`src/tcl_consts.svh`:
```
// Register offsets, field positions and reset values of the lane mode block
`ifndef TCL_CONSTS_SVH
`define TCL_CONSTS_SVH

// ----------------------------------------------------------------
// Register byte offsets
// ----------------------------------------------------------------
`define TCL_OFF_PIN_ARR 6'h00
`define TCL_OFF_LANE_LIVE 6'h04
`define TCL_OFF_PORT_CFG 6'h08
`define TCL_OFF_LANE0_SEL 6'h0C
`define TCL_OFF_LANE1_SEL 6'h10
`define TCL_OFF_DECODE_STAT 6'h14
`define TCL_OFF_SW_HS 6'h18
`define TCL_OFF_UC_HS 6'h1C
`define TCL_OFF_APPLY 6'h20
`define TCL_OFF_MAIN_LANE_EN 6'h24

// ----------------------------------------------------------------
// Field positions
// ----------------------------------------------------------------
`define TCL_FLD_LIVE_LSB 16
`define TCL_FLD_WIDTH_LSB 4
`define TCL_FLD_SINGLE 0
`define TCL_FLD_DUAL 1
`define TCL_FLD_VALID 4
`define TCL_FLD_ACT0_LSB 8
`define TCL_FLD_ACT1_LSB 10
`define TCL_FLD_OWN_REQ 0
`define TCL_FLD_AUX_REQ 1
`define TCL_FLD_STATE_LSB 4

// ----------------------------------------------------------------
// Reset values
// ----------------------------------------------------------------
`define TCL_RST_PIN_ARR 16'h0000
`define TCL_RST_LANE_CODE 16'h0000
`define TCL_RST_LIVE 4'h0
`define TCL_RST_LANE_SEL 2'h0
`define TCL_RST_MAIN_LANE_EN 2'h0

// ----------------------------------------------------------------
// Connector codes
// ----------------------------------------------------------------
`define TCL_PA_FIXED 4'h0
`define TCL_PA_A 4'h1
`define TCL_PA_B 4'h2
`define TCL_PA_C 4'h3
`define TCL_PA_D 4'h4
`define TCL_PA_E 4'h5
`define TCL_PA_F 4'h6
`define TCL_LA_ALL 4'hF
`define TCL_LA_A_ACT 4'h5
`define TCL_LA_HI 4'hC
`define TCL_LA_LO 4'h3
`define TCL_LA_B_ACT 4'h4
`define TCL_LA_B_ACT_FLIP 4'h1

`endif

```
`src/tcl_pkg.sv`:
```
// Types shared by the lane mode block
package tcl_pkg;

   typedef enum logic [1:0] {
      TCL_W_X1 = 2'h0,
      TCL_W_X2 = 2'h1,
      TCL_W_X4 = 2'h2,
      TCL_W_HDMI = 2'h3
   } tcl_width_t;

   typedef enum logic [3:0] {
      TCL_ST_IDLE = 4'h1,
      TCL_ST_REQ = 4'h2,
      TCL_ST_OWN = 4'h4,
      TCL_ST_REL = 4'h8
   } tcl_own_state_t;

endpackage

```
`src/tcl_sync3.sv`:
```
// Three-stage input synchroniser with second and third stage agreement
`timescale 1ns/1ps
module tcl_sync3 (
   input wire logic clk,
   input wire logic arst_n,
   input wire logic [1:0] din,
   output logic [1:0] dout
);

   logic [1:0] stage1;
   logic [1:0] stage2;
   logic [1:0] stage3;
   logic [1:0] agree;

   assign agree = ~(stage2 ^ stage3);

   always_ff @(posedge clk or negedge arst_n) begin
      if (!arst_n) begin
         stage1 <= 2'h0;
         stage2 <= 2'h0;
         stage3 <= 2'h0;
         dout <= 2'h0;
      end else begin
         stage1 <= din;
         stage2 <= stage1;
         stage3 <= stage2;
         dout <= (dout & ~agree) | (stage3 & agree);
      end
   end

endmodule

```
`src/tcl_mode_decode.sv`:
```
// Pin and lane assignment decode into recommended per-lane transmitter modes
`timescale 1ns/1ps
`include "tcl_consts.svh"
module tcl_mode_decode
   import tcl_pkg::*;
(
   input wire logic [3:0] pinCode,
   input wire logic [3:0] laneCode,
   input tcl_width_t width,
   output logic [1:0] dualSel,
   output logic [1:0] singleSel,
   output logic valid
);

   logic isX1;
   logic isX2;
   logic isX4;
   logic laneAll;
   logic laneHiLo;
   logic dualBoth;
   logic singleBoth;
   logic singleLane1;
   logic zeroOk;

   assign isX1 = (width == TCL_W_X1);
   assign isX2 = (width == TCL_W_X2);
   assign isX4 = (width == TCL_W_X4);
   assign laneAll = (laneCode == `TCL_LA_ALL);
   assign laneHiLo = (laneCode == `TCL_LA_HI) || (laneCode == `TCL_LA_LO);

   // Lane code chooses nothing per flip; lane enables cancel it out
   assign dualBoth =
      ((pinCode == `TCL_PA_A) && laneAll && isX4) ||
      ((pinCode == `TCL_PA_B) && laneHiLo && isX2) ||
      (((pinCode == `TCL_PA_C) || (pinCode == `TCL_PA_E)) && laneAll &&
         (isX4 || isX2)) ||
      (((pinCode == `TCL_PA_D) || (pinCode == `TCL_PA_F)) && laneHiLo &&
         isX2) ||
      ((pinCode == `TCL_PA_FIXED) && !isX1);

   assign singleBoth =
      (((pinCode == `TCL_PA_C) || (pinCode == `TCL_PA_E)) && isX1) ||
      (((pinCode == `TCL_PA_D) || (pinCode == `TCL_PA_F)) && laneHiLo &&
         isX1);

   assign singleLane1 = (pinCode == `TCL_PA_FIXED) && isX1;

   assign zeroOk =
      ((pinCode == `TCL_PA_A) && (isX2 || isX1) &&
         (laneAll || (laneCode == `TCL_LA_A_ACT))) ||
      ((pinCode == `TCL_PA_B) && isX1 && (laneHiLo ||
         (laneCode == `TCL_LA_B_ACT) ||
         (laneCode == `TCL_LA_B_ACT_FLIP)));

   assign dualSel = {dualBoth, dualBoth};
   assign singleSel = {singleBoth | singleLane1, singleBoth};
   assign valid = dualBoth | singleBoth | singleLane1 | zeroOk;

endmodule

```
`src/tcl_lane_mode.sv`:
```
// Lane mode select top: register file, decode, handshake and lane outputs
// Notes on behaviour
// - Two lane-mode registers per PHY, each with dual and single select bits.
// - Both clear: TX1 only; single only: TX2; dual set: TX1 and TX2.
// - Mode values come from pin code, quad lane code and port width only.
// - Lane enables shut the unused lane; modes equal for flipped cases.
// - Pin 0x1, lane 0xF, four lanes: dual set, single clear both lanes.
// - Pin 0x1 at two or one lane, lane 0xF or 0x5: all bits clear.
// - Pin 0x2 two lanes, lane 0xC or 0x3: dual set both lanes.
// - Pin 0x2 one lane, lane 0xC, 0x3, 0x4 or 0x1: all clear.
// - Pin 0x3 or 0x5, lane 0xF, four or two lanes: dual both lanes.
// - Pin 0x3 or 0x5 one lane: single set both lanes.
// - Pin 0x4 or 0x6 two lanes, lane 0xC or 0x3: dual both lanes.
// - Pin 0x4 or 0x6 one lane, lane 0xC or 0x3: single both lanes.
// - Pin 0x0 at four, HDMI or two lanes: dual both, lane code ignored.
// - Pin 0x0 one lane: single on lane one only, lane zero clear.
// - Ownership handshake around connect and disconnect sets power state.
// - Connector lanes routed by one of six pin arrangements.
// - Connector indices 0 to 3 map directly to ports 1 to 4.
`timescale 1ns/1ps
`include "tcl_consts.svh"
module tcl_lane_mode
   import tcl_pkg::*;
(
   input wire logic clk,
   input wire logic arst_n,
   input wire logic [5:0] avs_address,
   input wire logic avs_read,
   input wire logic avs_write,
   input wire logic [31:0] avs_writedata,
   input wire logic [3:0] avs_byteenable,
   output logic [31:0] avs_readdata,
   output logic avs_waitrequest,
   input wire logic ucOwnAck,
   input wire logic ucAuxAck,
   output logic ownReqOut,
   output logic portPowerOn,
   output logic auxPowerReq,
   output logic [1:0] phyLaneEn,
   output logic lane0Tx1En,
   output logic lane0Tx2En,
   output logic lane1Tx1En,
   output logic lane1Tx2En
);

   // ----------------------------------------------------------------
   // Register state
   // ----------------------------------------------------------------
   logic [15:0] pinArr;
   logic [15:0] laneCodes;
   logic [3:0] liveState;
   logic [1:0] portIdx;
   tcl_width_t portWidth;
   logic [1:0] lane0Sel;
   logic [1:0] lane1Sel;
   logic swOwnReq;
   logic swAuxReq;
   logic [1:0] mainLaneEn;
   logic rdReady;
   tcl_own_state_t ownState;
   tcl_own_state_t next_ownState;

   // ----------------------------------------------------------------
   // Bus decode
   // ----------------------------------------------------------------
   wire [31:0] beMask = {{8{avs_byteenable[3]}}, {8{avs_byteenable[2]}},
      {8{avs_byteenable[1]}}, {8{avs_byteenable[0]}}};
   wire wrPinArr = avs_write && (avs_address == `TCL_OFF_PIN_ARR);
   wire wrLaneLive = avs_write && (avs_address == `TCL_OFF_LANE_LIVE);
   wire wrPortCfg = avs_write && (avs_address == `TCL_OFF_PORT_CFG);
   wire wrLane0 = avs_write && (avs_address == `TCL_OFF_LANE0_SEL);
   wire wrLane1 = avs_write && (avs_address == `TCL_OFF_LANE1_SEL);
   wire wrSwHs = avs_write && (avs_address == `TCL_OFF_SW_HS);
   wire wrApply = avs_write && (avs_address == `TCL_OFF_APPLY) &&
      avs_byteenable[0] && avs_writedata[0];
   wire wrMainEn = avs_write && (avs_address == `TCL_OFF_MAIN_LANE_EN);
   wire rdTake = avs_read && !rdReady;

   wire [31:0] curPortCfg = {26'h0, portWidth, 2'h0, portIdx};
   wire [31:0] curLaneLive = {12'h0, liveState, laneCodes};
   wire [31:0] mrgPinArr = ({16'h0, pinArr} & ~beMask) |
      (avs_writedata & beMask);
   wire [31:0] mrgLaneLive = (curLaneLive & ~beMask) |
      (avs_writedata & beMask);
   wire [31:0] mrgPortCfg = (curPortCfg & ~beMask) |
      (avs_writedata & beMask);

   // ----------------------------------------------------------------
   // Selected connector fields
   // ----------------------------------------------------------------
   // Port n+1 reads connector n fields
   wire [3:0] selPinCode = pinArr[{portIdx, 2'h0} +: 4];
   wire [3:0] selLaneCode = laneCodes[{portIdx, 2'h0} +: 4];
   wire selLive = liveState[portIdx];

   logic [1:0] recDual;
   logic [1:0] recSingle;
   logic recValid;

   tcl_mode_decode u_decode (
      .pinCode(selPinCode),
      .laneCode(selLaneCode),
      .width(portWidth),
      .dualSel(recDual),
      .singleSel(recSingle),
      .valid(recValid)
   );

   // ----------------------------------------------------------------
   // Handshake input crossing
   // ----------------------------------------------------------------
   logic [1:0] ackSync;

   tcl_sync3 u_sync (
      .clk(clk),
      .arst_n(arst_n),
      .din({ucAuxAck, ucOwnAck}),
      .dout(ackSync)
   );

   wire ownAckS = ackSync[0];
   wire auxAckS = ackSync[1];

   // ----------------------------------------------------------------
   // Transmitter decode of held mode bits
   // ----------------------------------------------------------------
   wire next_l0Tx1 = !lane0Sel[`TCL_FLD_SINGLE] ||
      lane0Sel[`TCL_FLD_DUAL];
   wire next_l0Tx2 = lane0Sel[`TCL_FLD_SINGLE] ||
      lane0Sel[`TCL_FLD_DUAL];
   wire next_l1Tx1 = !lane1Sel[`TCL_FLD_SINGLE] ||
      lane1Sel[`TCL_FLD_DUAL];
   wire next_l1Tx2 = lane1Sel[`TCL_FLD_SINGLE] ||
      lane1Sel[`TCL_FLD_DUAL];
   wire [1:0] recLane0 = {recDual[0], recSingle[0]};
   wire [1:0] recLane1 = {recDual[1], recSingle[1]};

   // ----------------------------------------------------------------
   // Ownership state machine
   // ----------------------------------------------------------------
   always_comb begin
      next_ownState = ownState;
      case (ownState)
         TCL_ST_IDLE: begin
            if (swOwnReq) begin
               next_ownState = TCL_ST_REQ;
            end
         end
         TCL_ST_REQ: begin
            if (!swOwnReq) begin
               next_ownState = TCL_ST_REL;
            end else if (ownAckS) begin
               next_ownState = TCL_ST_OWN;
            end
         end
         TCL_ST_OWN: begin
            if (!swOwnReq) begin
               next_ownState = TCL_ST_REL;
            end
         end
         TCL_ST_REL: begin
            if (!ownAckS) begin
               next_ownState = TCL_ST_IDLE;
            end
         end
         default: begin
            next_ownState = TCL_ST_IDLE;
         end
      endcase
   end

   always_ff @(posedge clk or negedge arst_n) begin
      if (!arst_n) begin
         ownState <= TCL_ST_IDLE;
      end else begin
         ownState <= next_ownState;
      end
   end

   // ----------------------------------------------------------------
   // Register writes
   // ----------------------------------------------------------------
   always_ff @(posedge clk or negedge arst_n) begin
      if (!arst_n) begin
         pinArr <= `TCL_RST_PIN_ARR;
         laneCodes <= `TCL_RST_LANE_CODE;
         liveState <= `TCL_RST_LIVE;
         portIdx <= 2'h0;
         portWidth <= TCL_W_X1;
      end else begin
         if (wrPinArr) begin
            pinArr <= mrgPinArr[15:0];
         end
         if (wrLaneLive) begin
            laneCodes <= mrgLaneLive[15:0];
            liveState <= mrgLaneLive[`TCL_FLD_LIVE_LSB +: 4];
         end
         if (wrPortCfg) begin
            portIdx <= mrgPortCfg[1:0];
            portWidth <= tcl_width_t'(mrgPortCfg[`TCL_FLD_WIDTH_LSB +: 2]);
         end
      end
   end

   // Modes move only on a direct write or an apply of a valid decode
   always_ff @(posedge clk or negedge arst_n) begin
      if (!arst_n) begin
         lane0Sel <= `TCL_RST_LANE_SEL;
         lane1Sel <= `TCL_RST_LANE_SEL;
      end else if (wrApply && recValid) begin
         lane0Sel <= recLane0;
         lane1Sel <= recLane1;
      end else begin
         if (wrLane0 && avs_byteenable[0]) begin
            lane0Sel <= avs_writedata[1:0];
         end
         if (wrLane1 && avs_byteenable[0]) begin
            lane1Sel <= avs_writedata[1:0];
         end
      end
   end

   always_ff @(posedge clk or negedge arst_n) begin
      if (!arst_n) begin
         swOwnReq <= 1'b0;
         swAuxReq <= 1'b0;
         mainLaneEn <= `TCL_RST_MAIN_LANE_EN;
      end else begin
         if (wrSwHs && avs_byteenable[0]) begin
            swOwnReq <= avs_writedata[`TCL_FLD_OWN_REQ];
            swAuxReq <= avs_writedata[`TCL_FLD_AUX_REQ];
         end
         if (wrMainEn && avs_byteenable[0]) begin
            mainLaneEn <= avs_writedata[1:0];
         end
      end
   end

   // ----------------------------------------------------------------
   // Read path
   // ----------------------------------------------------------------
   wire [31:0] decodeStat = {20'h0, next_l1Tx2, next_l1Tx1, next_l0Tx2,
      next_l0Tx1, 3'h0, recValid, recLane1, recLane0};
   wire [31:0] swHsVal = {30'h0, swAuxReq, swOwnReq};
   wire [31:0] ucHsVal = {24'h0, ownState, 2'h0, auxAckS, ownAckS};
   wire [31:0] rdMux =
      (avs_address == `TCL_OFF_PIN_ARR) ? {16'h0, pinArr} :
      (avs_address == `TCL_OFF_LANE_LIVE) ? curLaneLive :
      (avs_address == `TCL_OFF_PORT_CFG) ? curPortCfg :
      (avs_address == `TCL_OFF_LANE0_SEL) ? {30'h0, lane0Sel} :
      (avs_address == `TCL_OFF_LANE1_SEL) ? {30'h0, lane1Sel} :
      (avs_address == `TCL_OFF_DECODE_STAT) ? decodeStat :
      (avs_address == `TCL_OFF_SW_HS) ? swHsVal :
      (avs_address == `TCL_OFF_UC_HS) ? ucHsVal :
      (avs_address == `TCL_OFF_MAIN_LANE_EN) ? {30'h0, mainLaneEn} :
      32'h0;

   assign avs_waitrequest = avs_read && !rdReady;

   always_ff @(posedge clk or negedge arst_n) begin
      if (!arst_n) begin
         rdReady <= 1'b0;
         avs_readdata <= 32'h0;
      end else begin
         rdReady <= rdTake;
         if (rdTake) begin
            avs_readdata <= rdMux;
         end
      end
   end

   // ----------------------------------------------------------------
   // Outputs to the PHY and port controller
   // ----------------------------------------------------------------
   always_ff @(posedge clk or negedge arst_n) begin
      if (!arst_n) begin
         lane0Tx1En <= 1'b1;
         lane0Tx2En <= 1'b0;
         lane1Tx1En <= 1'b1;
         lane1Tx2En <= 1'b0;
         phyLaneEn <= 2'h0;
         ownReqOut <= 1'b0;
         portPowerOn <= 1'b0;
         auxPowerReq <= 1'b0;
      end else begin
         lane0Tx1En <= next_l0Tx1;
         lane0Tx2En <= next_l0Tx2;
         lane1Tx1En <= next_l1Tx1;
         lane1Tx2En <= next_l1Tx2;
         // Unused lane is shut here, not through the mode bits
         phyLaneEn <= mainLaneEn;
         ownReqOut <= (next_ownState == TCL_ST_REQ) ||
            (next_ownState == TCL_ST_OWN);
         portPowerOn <= (next_ownState == TCL_ST_OWN);
         // Guard against aux power on a port that is not live
         auxPowerReq <= swAuxReq && selLive;
      end
   end

endmodule

```
`config.mk`:
```
export PLATFORM = sky130hd
export DESIGN_NAME = tcl_lane_mode
export DESIGN_NICKNAME = d
export VERILOG_FILES = /design/src/tcl_pkg.sv /design/src/tcl_sync3.sv /design/src/tcl_mode_decode.sv /design/src/tcl_lane_mode.sv
export VERILOG_INCLUDE_DIRS = /design/src /design/src/src
export SDC_FILE = /design/constraint.sdc
export NUM_CORES = 1
export LEC_CHECK = 0
export ABC_AREA = 1
export BUFFER_PORTS_ARGS = -buffer_cell sky130_fd_sc_hd__buf_2
export CAP_MARGIN = 20
export CORE_MARGIN = 3
export CORE_UTILIZATION = 50
export DETAILED_ROUTE_END_ITERATION = 10
export PLACE_DENSITY_LB_ADDON = 0.25
export SETUP_SLACK_MARGIN = 0.05
export SLEW_MARGIN = 20
export SYNTH_ARGS = -nofsm -noshare
export SYNTH_HDL_FRONTEND = slang
export SYNTH_SLANG_ARGS = --single-unit
```
`constraint.sdc`:
```
create_clock -name clk -period 4.9 [get_ports clk]
set_input_delay 0.245 -clock clk [delete_from_list [all_inputs] [get_ports clk]]
set_output_delay 0.245 -clock clk [all_outputs]
set_load 0.03 [all_outputs]
```
* Word-level counts from Yosys, hierarchy flattened
Index checks and enable logic that the tools add are counted.
Operators by class: $lt $le $gt $ge 1, equality and inequality tests 29, $add $sub $neg 0, multiply operators 0, muxes and demuxes 21, bitwise logic cells 18, div/mod/pow operators 0, reduce and logical (&&, ||, !) cells 61, shift-type cells 2
Operators with widths (count):
- $mux 12 | 4
- $and 20x20->20 | 2
- $mux 20 | 2
- $logic_and 1x1->1 | 33
- $shiftx 16x5->4 | 2
- $eq 4x3->1 const B | 7
- $eq 6x5->1 const B | 4
- $eq 4x2->1 const B | 5
- $mux 4 | 5
- $not 20->20 | 1
- $or 20x20->20 | 1
- $logic_or 1x1->1 | 19
- $and 16x16->16 | 1
- $mux 8 | 2
- $or 16x16->16 | 1
- $pmux 4 s4 | 1
- $eq 4x1->1 const B | 3
- $eq 4x4->1 const B | 3
- $eq 6x4->1 const B | 2
- $eq 6x6->1 const B | 2
- $mux 2 | 5
- $and 6x6->6 | 1
- $eq 6x3->1 const B | 1
- $logic_not 6->1 | 1
- 15 further kinds | 24
Storage, ports and cells: output and inout port bits 42, input bits 48, flip-flop bits (word level) 102, memory bits (writable) 0, logic and storage cells 157, bits in latches 0, memories kept 0, bits in read-only memories 0

* Logic depth before layout (Yosys ltp)
word-level depth 18, depth in mapped cells 18, depth with buffers taken out 17

* Modules after synthesis
A second synthesis with hierarchy kept.
Unflattened totals: cells, all modules 553, area, all modules 4678.2 um2
By module, submodules not included:
- tcl_lane_mode | area an instance 4107.7 um2, seq. area each 2055.7 um2, times used 1, cells an instance 473
- tcl_mode_decode | area an instance 337.8 um2, seq. area each 0.0 um2, times used 1, cells an instance 64
- tcl_sync3 | area an instance 232.7 um2, seq. area each 200.2 um2, times used 1, cells an instance 16

* Worst setup path after synthesis
Ideal clock, no wire load.
path type flip-flop to flip-flop, start reg (tool-made name), end reg lane1Sel[0], slack 3118 ps, data required time 4774 ps, cell stages (with the launch flop) 18, data arrival time 1656 ps, cells stage by stage dfrtp_1 -> inv_2 -> buf_6 -> nand2_1 -> nand2_1 -> nand2_1 -> nand2_1 -> nand2_1 -> nand2_1 -> nand3_1 -> a21oi_2 -> nor2_4 -> nand3_4 -> nand2_2 -> nand2_1 -> o21ai_1 -> nand2_1 -> o21ai_0
RTL lines:
- end signal: assignment | RTL line tcl_lane_mode.sv:209 | lane1Sel <= `TCL_RST_LANE_SEL;
- end signal: assignment | RTL line tcl_lane_mode.sv:212 | lane1Sel <= recLane1;
- end signal: assignment | RTL line tcl_lane_mode.sv:218 | lane1Sel <= avs_writedata[1:0];
- end: declaration | RTL line tcl_lane_mode.sv:55 | logic [1:0] lane1Sel;

==> summary.md <==
| Metric | Value |
|---|---|
| Status | `finished, final reports clean` |
| Critical path buffer and inverter count | `1` |
| DR pass1 iterations | `5` |
| Setup violators final | `0` |
| Synthesized area | `between 4000 and 5000 um2` |
| Final hold violations | `0` |
| DP Cell Count | `717` |
| PostCTS Resize Cnt | `0` |
| CTS clock-pin slew for the worst setup and hold paths | `0.09 ns` |
| Die width | `100 um` |
| Std cell rows | `33` |
| Final Max Tran Viols | `0` |
| Post-layout util | `0.599` |
| Largest delay contributor family on the critical path | `simple AND/OR/NAND/NOR gates` |
| Post-route minimum period | `2.90 ns` |
| YS warnings | `0` |
| Iter 0 DRT Violations | `409` |
| Pleak | `2.58 nW` |
| Met2 WL | `4970 um` |
| Count leader, synth | `nand2_1` |
| Unique masters post-synth | `40` |
| Port bufs | `64` |
| HP Start | `avs_writedata[19]` |
| # Max-Cap Violations | `0` |
| Worst path slowest cell | `dfrtp_1` |
| Crit-path cells | `inv_2 -> nand2_1 -> nand3_1 -> nand2_1 -> nand2_1 -> nor2_1 -> nand3_1 -> nand3_1 -> nand2_1 -> nand3_4 -> nand2_2 -> o21ai_1 -> a21oi_1` |
| Tcrit/Tclk final | `0.593` |
| Achievable clock frequency | `344 MHz` |
| Number of synthesized register bits | `90` |
| CTS Hold Buffers Added | `2` |
| Final TNS setup | `0 ns` |
| Post-Synthesis Cells | `roughly 560` |
| Number of global-route vias before repair | `3878` |
| Antenna viol nets, final | `0` |
| Gr ovfl total | `0` |
| Post-Layout Cell Count | `736` |
| Peak VDD IR | `approximately 0.13 mV` |
| FILL cells | `768` |
| Startpoint Class | `flip-flop` |
| Sequential-to-total area share from yosys stat | `0.506` |
| Post-synth EDFFs | `0` |
| Crit-path max cell delay | `0.86 ns` |
| Clk Tree Root Cell | `clkbuf_8` |
| CP max FO | `22` |
| Largest net degree at the start of global routing | `91` |
| FF/Latch Area | `2260 um2` |
| Layout area overhead | `13.1%` |
| Total Routing Usage GR | `0.239` |
| Clk sinks | `90` |
| DRT Wirelength | `11200 um` |
| Worst slew margin | `0.360` |
| CP required | `between 5 and 6 ns` |
| Final Total Pwr | `around 1.8 mW` |
| H-Tree Level Count | `3` |
| Vias per inst | `5.44` |
| Metal3 WL | `approximately 890 um` |
| Final clock skew | `between 0.015 and 0.02 ns` |
| Async SR Flop Fraction | `1.00` |
| Inserted Clock Buffers | `9` |
| Clock Path Buffers | `2` |
| First-pass GRT wire length | `19000 um` |
| Worst slew pin tran | `0.960 ns` |
| Die Span Y | `100 um` |
| Via count | `approximately 4.0k` |
| Setup bufs post-CTS | `0` |
| Worst skew pair latency | `0.38 ns` |
| CP Class | `flip-flop to flip-flop` |
| Synth top cells by count | `171 x nand2_1, 87 x dfrtp_1, 58 x inv_1` |
| Final GP Congestion | `around 0.91` |
| Main synth FF type | `dfrtp_1` |
| CP endpoint kind | `flip-flop` |
| # diodes | `0` |
| Synth area leaders | `dfrtp_1 49%, nand2_1 14%, o21ai_0 5.0%, inv_1 4.9%, nand3_1 4.0%` |
| Full die area | `around 10000 um2` |
| Initial Utilization | `0.530` |
| DR top layer | `met4` |
| Top Ports | `90` |
| CP Data Arrival Time | `3.15 ns` |
| # nets final | `about 680` |
| Avg Inst Size Synth | `7.92 um2` |
| Power Density | `351 nW/um2` |
| Routed length on met1 | `5120 um` |
| Core box area | `~8400 um2` |
| RSZ-0062 raised after global routing | `false` |
| Initial antenna violation count | `0` |
| TritonCTS clock tree | `done` |
| Largest area contributor in the netlist | `dfrtp_1` |
| Worst Hold Class | `input port to flip-flop` |
| DRC viols | `0` |
| Placed standard-cell area | `4800 um2` |
| Share of cells above drive strength 1 | `0.157` |
| Fin area | `5040 um2` |
| Post-DP HPWL | `8090 um` |
| Most frequent CP cell | `nand2_1` |
| Multi-input gate area | `~1800 um2` |
| WL/cell | `roughly 15 um` |
| Top cell type's share of synthesized area | `0.488` |
-- through the flow --
stage / hold slack [ns] / setup WS (ns)
after floorplan: -0.0506 / 3.12
after global placement: 0.334 / 2.16
after detailed placement: 0.336 / 2.12
after CTS: 0.0894 / 2.11
after global routing: 0.0979 / 1.76
final: 0.0920 / 2.00
-- path summary, 6_finish.rpt --
path,slack (ns),cells past startpoint,end
worst max-delay path,2.00,13,lane0Sel[1]
worst min-delay path,0.09,2,flip-flop
worst max register to register,2.00,13,lane0Sel[1]
worst min register to register,0.35,0,u_sync.stage2[1]
max in group asynchronous,3.86,2,async pin
min in group asynchronous,0.49,2,avs_readdata[6]
-- power breakdown --
| part | switching [mW] | internal (mW) |
|---|---|---|
| logic | 0.241 | 0.102 |
| clock network | 0.265 | 0.288 |
| registers | 0.0562 | 0.816 |
| total | 0.562 | 1.21 |
-- placed cells by master, fill, tap and decap left out, types with 4 or more instances in the layout --
cell type,instances
nand2_1,171
dfrtp_1,87
buf_2,63
inv_1,58
o21ai_0,45
nor2_1,41
nand3_1,36
a21oi_1,35
conb_1,12
clkbuf_8,9
nand4_1,7
o21ai_1,6
inv_2,4
nor3_1,4
a22oi_1,4
-- logic make-up (layout without fill, tap and decap cells) --
family / Yosys count / in the layout / share of synthesized area
other: 1 / 12 / 0.000841
muxes: 3 / 3 / 0.00757
AOI/OAI and AO/OA: 106 / 106 / 0.131
and+or+nand+nor: 269 / 269 / 0.253
buffers and inverters: 89 / 146 / 0.0889
adders and majority gates: 5 / 5 / 0.0129
DFF: 90 / 90 / 0.506
-- cell type report --
cell class                 count  share of cell area
multi-input combinational    395               0.367
clock inverter                 5              0.0156
inverter                      62              0.0461
clock buffer                  11              0.0260
sequential                    90               0.447
tap                          105              0.0260
timing repair buffer          68              0.0722
-- routing by layer --
layer	vias to the layer above	global-route usage
met3	26	0.0360
met5	-	0
met2	178	0.358
met1	1876	0.342
met4	0	0.113
li1	1924	-
(Power assumes the default switching activity.)
